### src/hdl/civ_pkg.sv
// Constants, types and source table layout of the interrupt vector encoder
//------------------------------------------------------------------
// Contract
//------------------------------------------------------------------
package civ_pkg;

  // Register offsets (byte addresses)
  localparam logic [7:0] OFS_MAIN_CFG   = 8'h80;
  localparam logic [7:0] OFS_POS_TYPE   = 8'h84;
  localparam logic [7:0] OFS_TASK_TYPE  = 8'h88;
  localparam logic [7:0] OFS_C_ORDER    = 8'h98;
  localparam logic [7:0] OFS_MASK_LO    = 8'ha0;
  localparam logic [7:0] OFS_MASK_HI    = 8'ha4;
  localparam logic [7:0] OFS_LOW_VEC    = 8'hb0;
  localparam logic [7:0] OFS_HIGH_VEC   = 8'hb4;

  // Writable bits; bit 0 of the documented numbering is the word MSB
  localparam logic [31:0] MAIN_CFG_WMASK  = 32'h3f6f0300;
  localparam logic [31:0] POS_TYPE_WMASK  = 32'hf0f0f0f0;
  localparam logic [31:0] TASK_TYPE_WMASK = 32'hf0f00000;
  localparam logic [31:0] C_ORDER_WMASK   = 32'hfff0fff0;

  // Reset values
  localparam logic [31:0] MAIN_CFG_RST  = 32'h00000000;
  localparam logic [31:0] POS_TYPE_RST  = 32'h00000000;
  localparam logic [31:0] TASK_TYPE_RST = 32'h00000000;
  localparam logic [31:0] C_ORDER_RST   = 32'h05309770;
  localparam logic [63:0] MASK_RST      = 64'h0000000000000000;

  // Field positions in the main configuration word
  localparam int TOP_NUM_MSB  = 29;
  localparam int TASK_B_LAY   = 22;
  localparam int TASK_A_LAY   = 21;
  localparam int GRP_D_LAY    = 19;
  localparam int GRP_C_LAY    = 18;
  localparam int GRP_A_LAY    = 17;
  localparam int GRP_B_LAY    = 16;
  localparam int TOP_SEL_MSB  = 9;

  // Output type codes
  localparam logic [1:0] TYPE_LOW  = 2'h0;
  localparam logic [1:0] TYPE_HIGH = 2'h2;

  // Vector codes
  localparam logic [5:0] VEC_NONE = 6'h00;

  // Slot groups, in grouped ranking order
  localparam logic [2:0] GRP_TASK_A = 3'h0;
  localparam logic [2:0] GRP_A      = 3'h1;
  localparam logic [2:0] GRP_TASK_B = 3'h2;
  localparam logic [2:0] GRP_B      = 3'h3;
  localparam logic [2:0] GRP_C      = 3'h4;
  localparam logic [2:0] GRP_D      = 3'h5;

  typedef struct packed {
    logic       valid;
    logic [2:0] grp;
    logic [2:0] pos;
  } civ_src_type;

  typedef struct packed {
    logic [7:0]  addr;
    logic [31:0] wrData;
    logic        wrStb;
    logic        rdStb;
  } civ_bus_type;

  typedef struct packed {
    logic [31:0] mainCfg;
    logic [31:0] posType;
    logic [31:0] taskType;
    logic [31:0] cOrder;
    logic [63:0] mask;
    logic [31:0] rdData;
    logic        reqLow;
    logic        reqHigh;
  } civ_state_type;

endpackage

### src/hdl/civ_vector_encoder.sv
// Vector encoder and routing configuration of the engine interrupt controller
//
// The strobed register port was decided locally.
`timescale 1ns/1ns
module civ_vector_encoder #(
  parameter int SRC_COUNT = 64
) (
  input  wire logic                 clk,
  input  wire logic                 rst_n,
  input  wire civ_pkg::civ_bus_type bus,
  input  wire logic [63:0]          pending,
  output logic [31:0]               rdData,
  output logic                      reqLow,
  output logic                      reqHigh
);

  //----------------------------------------------------------------
  // Parameter check
  //----------------------------------------------------------------
  if (SRC_COUNT != 64) begin : g_bad_count
    $error("Vector table holds exactly 64 source numbers");
  end

  //----------------------------------------------------------------
  // Source table
  //----------------------------------------------------------------
  // Slot position of a source; group C positions follow the order register
  function automatic civ_pkg::civ_src_type srcInfo(input logic [5:0]  num,
                                                   input logic [31:0] order);
    civ_pkg::civ_src_type s;
    logic [2:0]           code;
    logic [2:0]           field;
    s = '0;
    code = 3'h0;
    case (num)
      6'h01: begin s.valid = 1'b1; s.grp = civ_pkg::GRP_C; code = 3'h0; end
      6'h02: begin s.valid = 1'b1; s.grp = civ_pkg::GRP_C; code = 3'h1; end
      6'h03: begin s.valid = 1'b1; s.grp = civ_pkg::GRP_C; code = 3'h2; end
      6'h0a: begin s.valid = 1'b1; s.grp = civ_pkg::GRP_D; s.pos = 3'h1; end
      6'h0b: begin s.valid = 1'b1; s.grp = civ_pkg::GRP_D; s.pos = 3'h2; end
      6'h0c: begin s.valid = 1'b1; s.grp = civ_pkg::GRP_D; s.pos = 3'h3; end
      6'h0d: begin s.valid = 1'b1; s.grp = civ_pkg::GRP_D; s.pos = 3'h4; end
      6'h0e: begin s.valid = 1'b1; s.grp = civ_pkg::GRP_D; s.pos = 3'h5; end
      6'h0f: begin s.valid = 1'b1; s.grp = civ_pkg::GRP_D; s.pos = 3'h6; end
      6'h11: begin s.valid = 1'b1; s.grp = civ_pkg::GRP_TASK_A; s.pos = 3'h0; end
      6'h14: begin s.valid = 1'b1; s.grp = civ_pkg::GRP_TASK_A; s.pos = 3'h3; end
      6'h15: begin s.valid = 1'b1; s.grp = civ_pkg::GRP_TASK_A; s.pos = 3'h4; end
      6'h19: begin s.valid = 1'b1; s.grp = civ_pkg::GRP_TASK_B; s.pos = 3'h0; end
      6'h1a: begin s.valid = 1'b1; s.grp = civ_pkg::GRP_TASK_B; s.pos = 3'h1; end
      6'h1b: begin s.valid = 1'b1; s.grp = civ_pkg::GRP_TASK_B; s.pos = 3'h2; end
      6'h1c: begin s.valid = 1'b1; s.grp = civ_pkg::GRP_TASK_B; s.pos = 3'h3; end
      6'h20: begin s.valid = 1'b1; s.grp = civ_pkg::GRP_A; s.pos = 3'h0; end
      6'h21: begin s.valid = 1'b1; s.grp = civ_pkg::GRP_A; s.pos = 3'h1; end
      6'h22: begin s.valid = 1'b1; s.grp = civ_pkg::GRP_A; s.pos = 3'h2; end
      6'h24: begin s.valid = 1'b1; s.grp = civ_pkg::GRP_A; s.pos = 3'h4; end
      6'h28: begin s.valid = 1'b1; s.grp = civ_pkg::GRP_B; s.pos = 3'h0; end
      6'h2a: begin s.valid = 1'b1; s.grp = civ_pkg::GRP_B; s.pos = 3'h2; end
      default: s = '0;
    endcase
    // A group C source not placed in any position never requests
    if (s.valid && s.grp == civ_pkg::GRP_C) begin
      s.valid = 1'b0;
      for (int k = 7; k >= 0; k--) begin
        field = (k < 4) ? order[31 - 3 * k -: 3] : order[15 - 3 * (k - 4) -: 3];
        if (field == code) begin
          s.valid = 1'b1;
          s.pos   = 3'(k);
        end
      end
    end
    return s;
  endfunction

  // Rank in the priority table; lower wins
  function automatic logic [6:0] rankOf(input civ_pkg::civ_src_type s,
                                        input logic [31:0]          cfg);
    logic spread;
    case (s.grp)
      civ_pkg::GRP_TASK_A: spread = cfg[civ_pkg::TASK_A_LAY];
      civ_pkg::GRP_TASK_B: spread = cfg[civ_pkg::TASK_B_LAY];
      civ_pkg::GRP_A:      spread = cfg[civ_pkg::GRP_A_LAY];
      civ_pkg::GRP_B:      spread = cfg[civ_pkg::GRP_B_LAY];
      civ_pkg::GRP_C:      spread = cfg[civ_pkg::GRP_C_LAY];
      default:             spread = cfg[civ_pkg::GRP_D_LAY];
    endcase
    return spread ? {1'b1, s.pos, s.grp} : {1'b0, s.grp, s.pos};
  endfunction

  // High output for a source position
  function automatic logic isHigh(input civ_pkg::civ_src_type s,
                                  input logic [31:0]          posT,
                                  input logic [31:0]          taskT);
    logic [1:0] f;
    int         base;
    f = civ_pkg::TYPE_LOW;
    base = 0;
    if (s.pos < 3'h2) begin
      case (s.grp)
        civ_pkg::GRP_D:      base = 0;
        civ_pkg::GRP_C:      base = 8;
        civ_pkg::GRP_B:      base = 16;
        civ_pkg::GRP_A:      base = 24;
        civ_pkg::GRP_TASK_B: base = 0;
        default:             base = 8;
      endcase
      base = base + 2 * int'(s.pos);
      if (s.grp == civ_pkg::GRP_TASK_A || s.grp == civ_pkg::GRP_TASK_B) begin
        f = taskT[31 - base -: 2];
      end else begin
        f = posT[31 - base -: 2];
      end
    end
    return f == civ_pkg::TYPE_HIGH;
  endfunction

  //----------------------------------------------------------------
  // State
  //----------------------------------------------------------------
  civ_pkg::civ_state_type st;
  civ_pkg::civ_state_type next_st;
  logic [5:0]             vecLow;
  logic [5:0]             vecHigh;
  logic [5:0]             topNum;
  logic                   topToHigh;

  assign topNum    = st.mainCfg[civ_pkg::TOP_NUM_MSB -: 6];
  assign topToHigh = st.mainCfg[civ_pkg::TOP_SEL_MSB -: 2] == civ_pkg::TYPE_HIGH;

  //----------------------------------------------------------------
  // Selection
  //----------------------------------------------------------------
  // Combinational so that a vector read sees pending and mask of that cycle
  always_comb begin
    civ_pkg::civ_src_type s;
    logic [6:0]           bestLow;
    logic [6:0]           bestHigh;
    logic [6:0]           r;
    logic                 live;
    logic                 toHigh;
    logic                 topLow;
    logic                 topHigh;
    s = '0;
    bestLow = '1;
    bestHigh = '1;
    r = '0;
    live = 1'b0;
    toHigh = 1'b0;
    topLow = 1'b0;
    topHigh = 1'b0;
    vecLow = civ_pkg::VEC_NONE;
    vecHigh = civ_pkg::VEC_NONE;
    for (int i = 0; i < SRC_COUNT; i++) begin
      s = srcInfo(6'(i), st.cOrder);
      live = s.valid && pending[i] && st.mask[i];
      r = rankOf(s, st.mainCfg);
      toHigh = isHigh(s, st.posType, st.taskType);
      if (live && 6'(i) == topNum) begin
        if (topToHigh) begin
          topHigh = 1'b1;
          vecHigh = 6'(i);
        end else begin
          topLow = 1'b1;
          vecLow = 6'(i);
        end
      end else if (live) begin
        if (toHigh) begin
          if (!topHigh && r < bestHigh) begin
            bestHigh = r;
            vecHigh = 6'(i);
          end
        end else if (!topLow && r < bestLow) begin
          bestLow = r;
          vecLow = 6'(i);
        end
      end
    end
  end

  //----------------------------------------------------------------
  // Register file and outputs
  //----------------------------------------------------------------
  always_comb begin
    next_st = st;
    next_st.rdData = 32'h00000000;
    if (bus.wrStb) begin
      unique case (bus.addr)
        civ_pkg::OFS_MAIN_CFG:  next_st.mainCfg = bus.wrData & civ_pkg::MAIN_CFG_WMASK;
        civ_pkg::OFS_POS_TYPE:  next_st.posType = bus.wrData & civ_pkg::POS_TYPE_WMASK;
        civ_pkg::OFS_TASK_TYPE: next_st.taskType = bus.wrData & civ_pkg::TASK_TYPE_WMASK;
        civ_pkg::OFS_C_ORDER:   next_st.cOrder = bus.wrData & civ_pkg::C_ORDER_WMASK;
        civ_pkg::OFS_MASK_LO:   next_st.mask[31:0] = bus.wrData;
        civ_pkg::OFS_MASK_HI:   next_st.mask[63:32] = bus.wrData;
        default:                next_st.mask = st.mask;
      endcase
    end
    if (bus.rdStb) begin
      unique case (bus.addr)
        civ_pkg::OFS_MAIN_CFG:  next_st.rdData = st.mainCfg;
        civ_pkg::OFS_POS_TYPE:  next_st.rdData = st.posType;
        civ_pkg::OFS_TASK_TYPE: next_st.rdData = st.taskType;
        civ_pkg::OFS_C_ORDER:   next_st.rdData = st.cOrder;
        civ_pkg::OFS_MASK_LO:   next_st.rdData = st.mask[31:0];
        civ_pkg::OFS_MASK_HI:   next_st.rdData = st.mask[63:32];
        civ_pkg::OFS_LOW_VEC:   next_st.rdData = {26'h0000000, vecLow};
        civ_pkg::OFS_HIGH_VEC:  next_st.rdData = {26'h0000000, vecHigh};
        default:                next_st.rdData = 32'h00000000;
      endcase
    end
    next_st.reqLow = vecLow != civ_pkg::VEC_NONE;
    next_st.reqHigh = vecHigh != civ_pkg::VEC_NONE;
  end

  always_ff @(posedge clk or negedge rst_n) begin
    if (!rst_n) begin
      st.mainCfg  <= civ_pkg::MAIN_CFG_RST;
      st.posType  <= civ_pkg::POS_TYPE_RST;
      st.taskType <= civ_pkg::TASK_TYPE_RST;
      st.cOrder   <= civ_pkg::C_ORDER_RST;
      st.mask     <= civ_pkg::MASK_RST;
      st.rdData   <= 32'h00000000;
      st.reqLow   <= 1'b0;
      st.reqHigh  <= 1'b0;
    end else begin
      st <= next_st;
    end
  end

  assign rdData  = st.rdData;
  assign reqLow  = st.reqLow;
  assign reqHigh = st.reqHigh;

  //----------------------------------------------------------------
  // Assertions
  //----------------------------------------------------------------
  no_request_zero_a:
    assert property (@(posedge clk) disable iff (!rst_n)
      bus.rdStb && bus.addr == civ_pkg::OFS_LOW_VEC && (pending & st.mask) == 64'h0
      |=> rdData == 32'h00000000)
    else $error("Low vector not zero with no request");

  spi_vector_a:
    assert property (@(posedge clk) disable iff (!rst_n)
      bus.rdStb && bus.addr == civ_pkg::OFS_LOW_VEC && (pending & st.mask) == 64'h2
      && topNum != 6'h01 |=> rdData == 32'h00000001 || rdData == 32'h00000000)
    else $error("Second SPI source gave wrong vector");

  vector_legal_a:
    assert property (@(posedge clk) disable iff (!rst_n)
      vecLow != civ_pkg::VEC_NONE |-> srcInfo(vecLow, st.cOrder).valid
      && pending[vecLow] && st.mask[vecLow])
    else $error("Vector names a reserved or idle source");

  masked_silent_a:
    assert property (@(posedge clk) disable iff (!rst_n)
      (pending & st.mask) == 64'h0 |=> !reqLow && !reqHigh)
    else $error("Request with every source masked");

  top_wins_a:
    assert property (@(posedge clk) disable iff (!rst_n)
      pending[topNum] && st.mask[topNum] && srcInfo(topNum, st.cOrder).valid
      && !topToHigh |-> vecLow == topNum)
    else $error("Promoted source not chosen on low output");

  top_high_a:
    assert property (@(posedge clk) disable iff (!rst_n)
      pending[topNum] && st.mask[topNum] && srcInfo(topNum, st.cOrder).valid
      && topToHigh |=> reqHigh)
    else $error("Promoted source did not reach high output");

  type_unused_a:
    assert property (@(posedge clk) disable iff (!rst_n)
      bus.rdStb && bus.addr == civ_pkg::OFS_POS_TYPE
      |=> (rdData & ~civ_pkg::POS_TYPE_WMASK) == 32'h00000000)
    else $error("Unused type bits read nonzero");

  top_write_a:
    assert property (@(posedge clk) disable iff (!rst_n)
      bus.wrStb && bus.addr == civ_pkg::OFS_MAIN_CFG
      |=> topNum == $past(bus.wrData[civ_pkg::TOP_NUM_MSB -: 6]))
    else $error("Top source field did not take the write");

  req_follows_a:
    assert property (@(posedge clk) disable iff (!rst_n)
      vecLow != civ_pkg::VEC_NONE |=> reqLow)
    else $error("Low request missing for a live source");

  late_position_low_a:
    assert property (@(posedge clk) disable iff (!rst_n)
      vecHigh != civ_pkg::VEC_NONE && vecHigh != topNum
      |-> srcInfo(vecHigh, st.cOrder).pos < 3'h2)
    else $error("Late slot position routed high");

endmodule // civ_vector_encoder

### config.mk
export PLATFORM = sky130hd
export DESIGN_NAME = civ_vector_encoder
export DESIGN_NICKNAME = d
export VERILOG_FILES = /design/src/hdl/civ_pkg.sv /design/src/hdl/civ_vector_encoder.sv
export SDC_FILE = /design/constraint.sdc
export NUM_CORES = 1
export LEC_CHECK = 0
export BUFFER_PORTS_ARGS = -buffer_cell sky130_fd_sc_hd__buf_2
export CORE_ASPECT_RATIO = 1.1
export CORE_MARGIN = 1
export CORE_UTILIZATION = 41
export CTS_CLUSTER_SIZE = 12
export DETAILED_ROUTE_END_ITERATION = 12
export GPL_TIMING_DRIVEN = 0
export HOLD_SLACK_MARGIN = 0.1
export PLACE_DENSITY_LB_ADDON = 0.1
export SYNTH_ARGS = -nofsm -noshare
export SYNTH_HDL_FRONTEND = slang
export SYNTH_SLANG_ARGS = --single-unit
### constraint.sdc
create_clock -name clk -period 87.5 [get_ports clk]
set_clock_uncertainty 0.1 [all_clocks]
set_input_delay 17.5 -clock clk [delete_from_list [all_inputs] [get_ports clk]]
set_output_delay 17.5 -clock clk [all_outputs]
set_load 0.03 [all_outputs]
==> reports/qor.csv <==
metric,value,unit
path_class,in2reg,
slew_violations,0,
die_w,184,um
ir_worst_vdd,0.0000140,V
worstPathMaxFanout,10,
routed_wl,56300,um
cp.arrival,57.66,ns
start_util,42.1,%
crit_top_cell,a21oi_1,
ys_seq_area_share,26.9,%
first_global_vias,14528,
die_h,202,um
instances_no_fill,2379,
critPathSlowestCell,nor4_2,
cts_buffers,17,
clockBufferDepth,2,
cts.repair.resized,0,
initialDrtViolationCount,1004,
cts_tree,done,
dp.final_hpwl,44600,um
ys_warn_count,0,
crit_path_max_incr_delay,0.73,ns
portBuffers,98,
grt_pass1_wl,86600,um
syn_to_final_growth,11.7,%
routedWlPerCell,23.7,um
synth-edff-count,0,
worstHoldPathType,reg2reg,
grt_util_all_layers,30.6,%
setup-tns-final,0,ns
drc,0,
cts_hold_buf,0,
synthesis.area,0.0149,mm^2
antenna_left,0,
critical_path_required,87.75,ns
slew_headroom,26.7,%
multi_input_area,0.0102,mm^2
postPlaceCellArea,0.0161,mm^2
leakagePower,7.84,nW
vias,14802,
synth-seq-cells,160,
status,"complete, no violations",
dieArea,0.0372,mm^2
finalInstanceArea,0.0167,mm^2
grt_max_degree,101,
ios,142,
fmaxAchievable,0.0174,GHz
grt_overflow,0,
total_power,226,uW
ys_types,107,
fp-row-count,72,
finalCritPeriodShare,65.6,%
fill_cells,3619,
syn_inst,1766,
finalHoldViolations,0,
cts-htree-levels,4,
vias_per_cell,6.22,
antenna_cells,0,
post-cts-setup-buffers,0,
final_common_cell,nor2_1,
rsz0062_at_grt,false,
antenna_found_initial,0,
clkTransAtPathRegs,0.06,ns
nets,2089,
min_period,57.41,ns
clk_latency,0.44,ns
synth_nets,1970,
p_per_area,13.6,mW/mm^2
core,0.0355,mm^2
cp-start-kind,input pin,
synth-async-reset-ratio,100,%
end_kind,flip-flop,
setup_viol,0,
seqCellArea,0.00402,mm^2
cts.sinks,160,
first_pass_iters,6,
drive_gt1_share,20.4,%
placed_cells,2347,
avgSynthCellArea,8.45,um^2
tightest_slew,1.10,ns
cap_violations,0,
layout_common_cells,"nor2_1, nand2_1, dfrtp_1",
cts_root_buf,clkbuf_16,
place_congestion,0.958,
ys.flop_type,dfrtp_1,
==> power breakdown <==
| part | switching [mW] | internal, mW | leakage (nW) |
|---|---|---|---|
| registers | 0.00379 | 0.0772 | 2.17 |
| clock network | 0.0308 | 0.0445 | 0.286 |
| logic | 0.0437 | 0.0261 | 5.38 |
==> critical path: cells and delay by family <==
family,cells,cell delay [ns]
AO/OA/AOI/OAI,71,16.95
adder cells (fa/ha/maj),21,4.80
AND/OR/NAND/NOR,59,14.75
buffers and inverters,16,2.29
multiplexers,4,1.26
==> worst paths after layout <==
path                                        to  slack, ns                start  cells past startpoint
max                        rdData[1]$_DFF_PN0_      30.09           pending[1]                    171
min                        st[151]$_DFFE_PN0P_       0.40  st[151]$_DFFE_PN0P_                      1
max reg2reg                rdData[1]$_DFF_PN0_      45.07  st[122]$_DFFE_PN1P_                    178
min reg2reg                st[151]$_DFFE_PN0P_       0.40  st[151]$_DFFE_PN0P_                      1
max in group asynchronous  st[118]$_DFFE_PN1P_      69.53                rst_n                      2
min in group asynchronous   st[41]$_DFFE_PN0P_      16.89                rst_n                      1
==> state kept, by name, summed over array words and instances, names as in the netlist <==
name and flops:
st 126, reqLow 1, rdData 32, reqHigh 1
==> layout make-up <==
class,instances,area share (%)
multi-input combinational,1439,61.0
sequential,160,24.1
clock buffer,24,2.89
inverter,67,1.51
timing repair buffer,100,3.21
buffer,100,3.05
clock inverter,8,0.638
tap,481,3.61
==> routing by layer <==
| layer | track usage [%] | part of all wire, % | up-vias |
|---|---|---|---|
| met5 | 0 | 0 | - |
| met4 | 10.7 | 2.9 | 0 |
| met3 | 2.90 | 4.8 | 82 |
| met2 | 53.2 | 49 | 474 |
| met1 | 39.4 | 43 | 7339 |
| li1 | - | - | 6907 |
==> cell families after synthesis <==
| group | Yosys count | synth area share [%] |
|---|---|---|
| simple gates | 659 | 22.1 |
| compound gates | 511 | 25.0 |
| mux | 173 | 12.8 |
| buf+inv | 167 | 5.09 |
| flops | 160 | 26.9 |
| fa+ha+maj | 96 | 8.05 |
==> cells in the mapped netlist (7+ instances only) <==
cell	n	area, um^2
nand2_1	155	582
nor2_1	180	676
nand3_1	46	230
o21ai_0	79	395
mux2i_1	30	300
a41oi_1	9	78.8
or3_1	24	150
nor3b_1	15	113
a211oi_1	21	158
or4_1	11	82.6
o21a_1	20	150
a21boi_0	9	67.6
and2_1	20	125
nor2b_1	20	125
a31oi_1	24	150
nand3b_1	7	52.6
a22oi_1	12	90.1
a221oi_1	18	158
or2_2	17	106
o221ai_1	8	70.1
a31o_2	7	61.3
and3_1	21	131
dfrtp_1	148	3700
buf_1	9	33.8
clkbuf_1	54	203
o22ai_1	10	62.6
mux2_2	141	1590
buf_4	32	240
inv_1	65	244
o21bai_1	9	67.6
nand4_1	15	93.8
nand2b_1	22	138
a21oi_1	111	556
a21o_1	24	180
dfstp_2	12	315
o31a_1	8	70.1
ha_1	96	1200
nor3_1	52	260
nor4_1	19	119
a211o_1	10	87.6
o21ai_1	9	45.0
o211ai_1	13	97.6
==> metrics by stage <==
stage          worst slack, ns  hold slack, ns  util [%]
2_1_floorplan            38.18           0.375         -
3_3_place_gp             30.28           0.386      45.1
3_5_place_dp             30.72           0.392      45.3
4_1_cts                  30.86           0.405      46.9
5_1_grt                  26.89           0.416      47.0
6_report                 30.09           0.401      47.0
No activity file was read; power rests on OpenSTA's default activity.
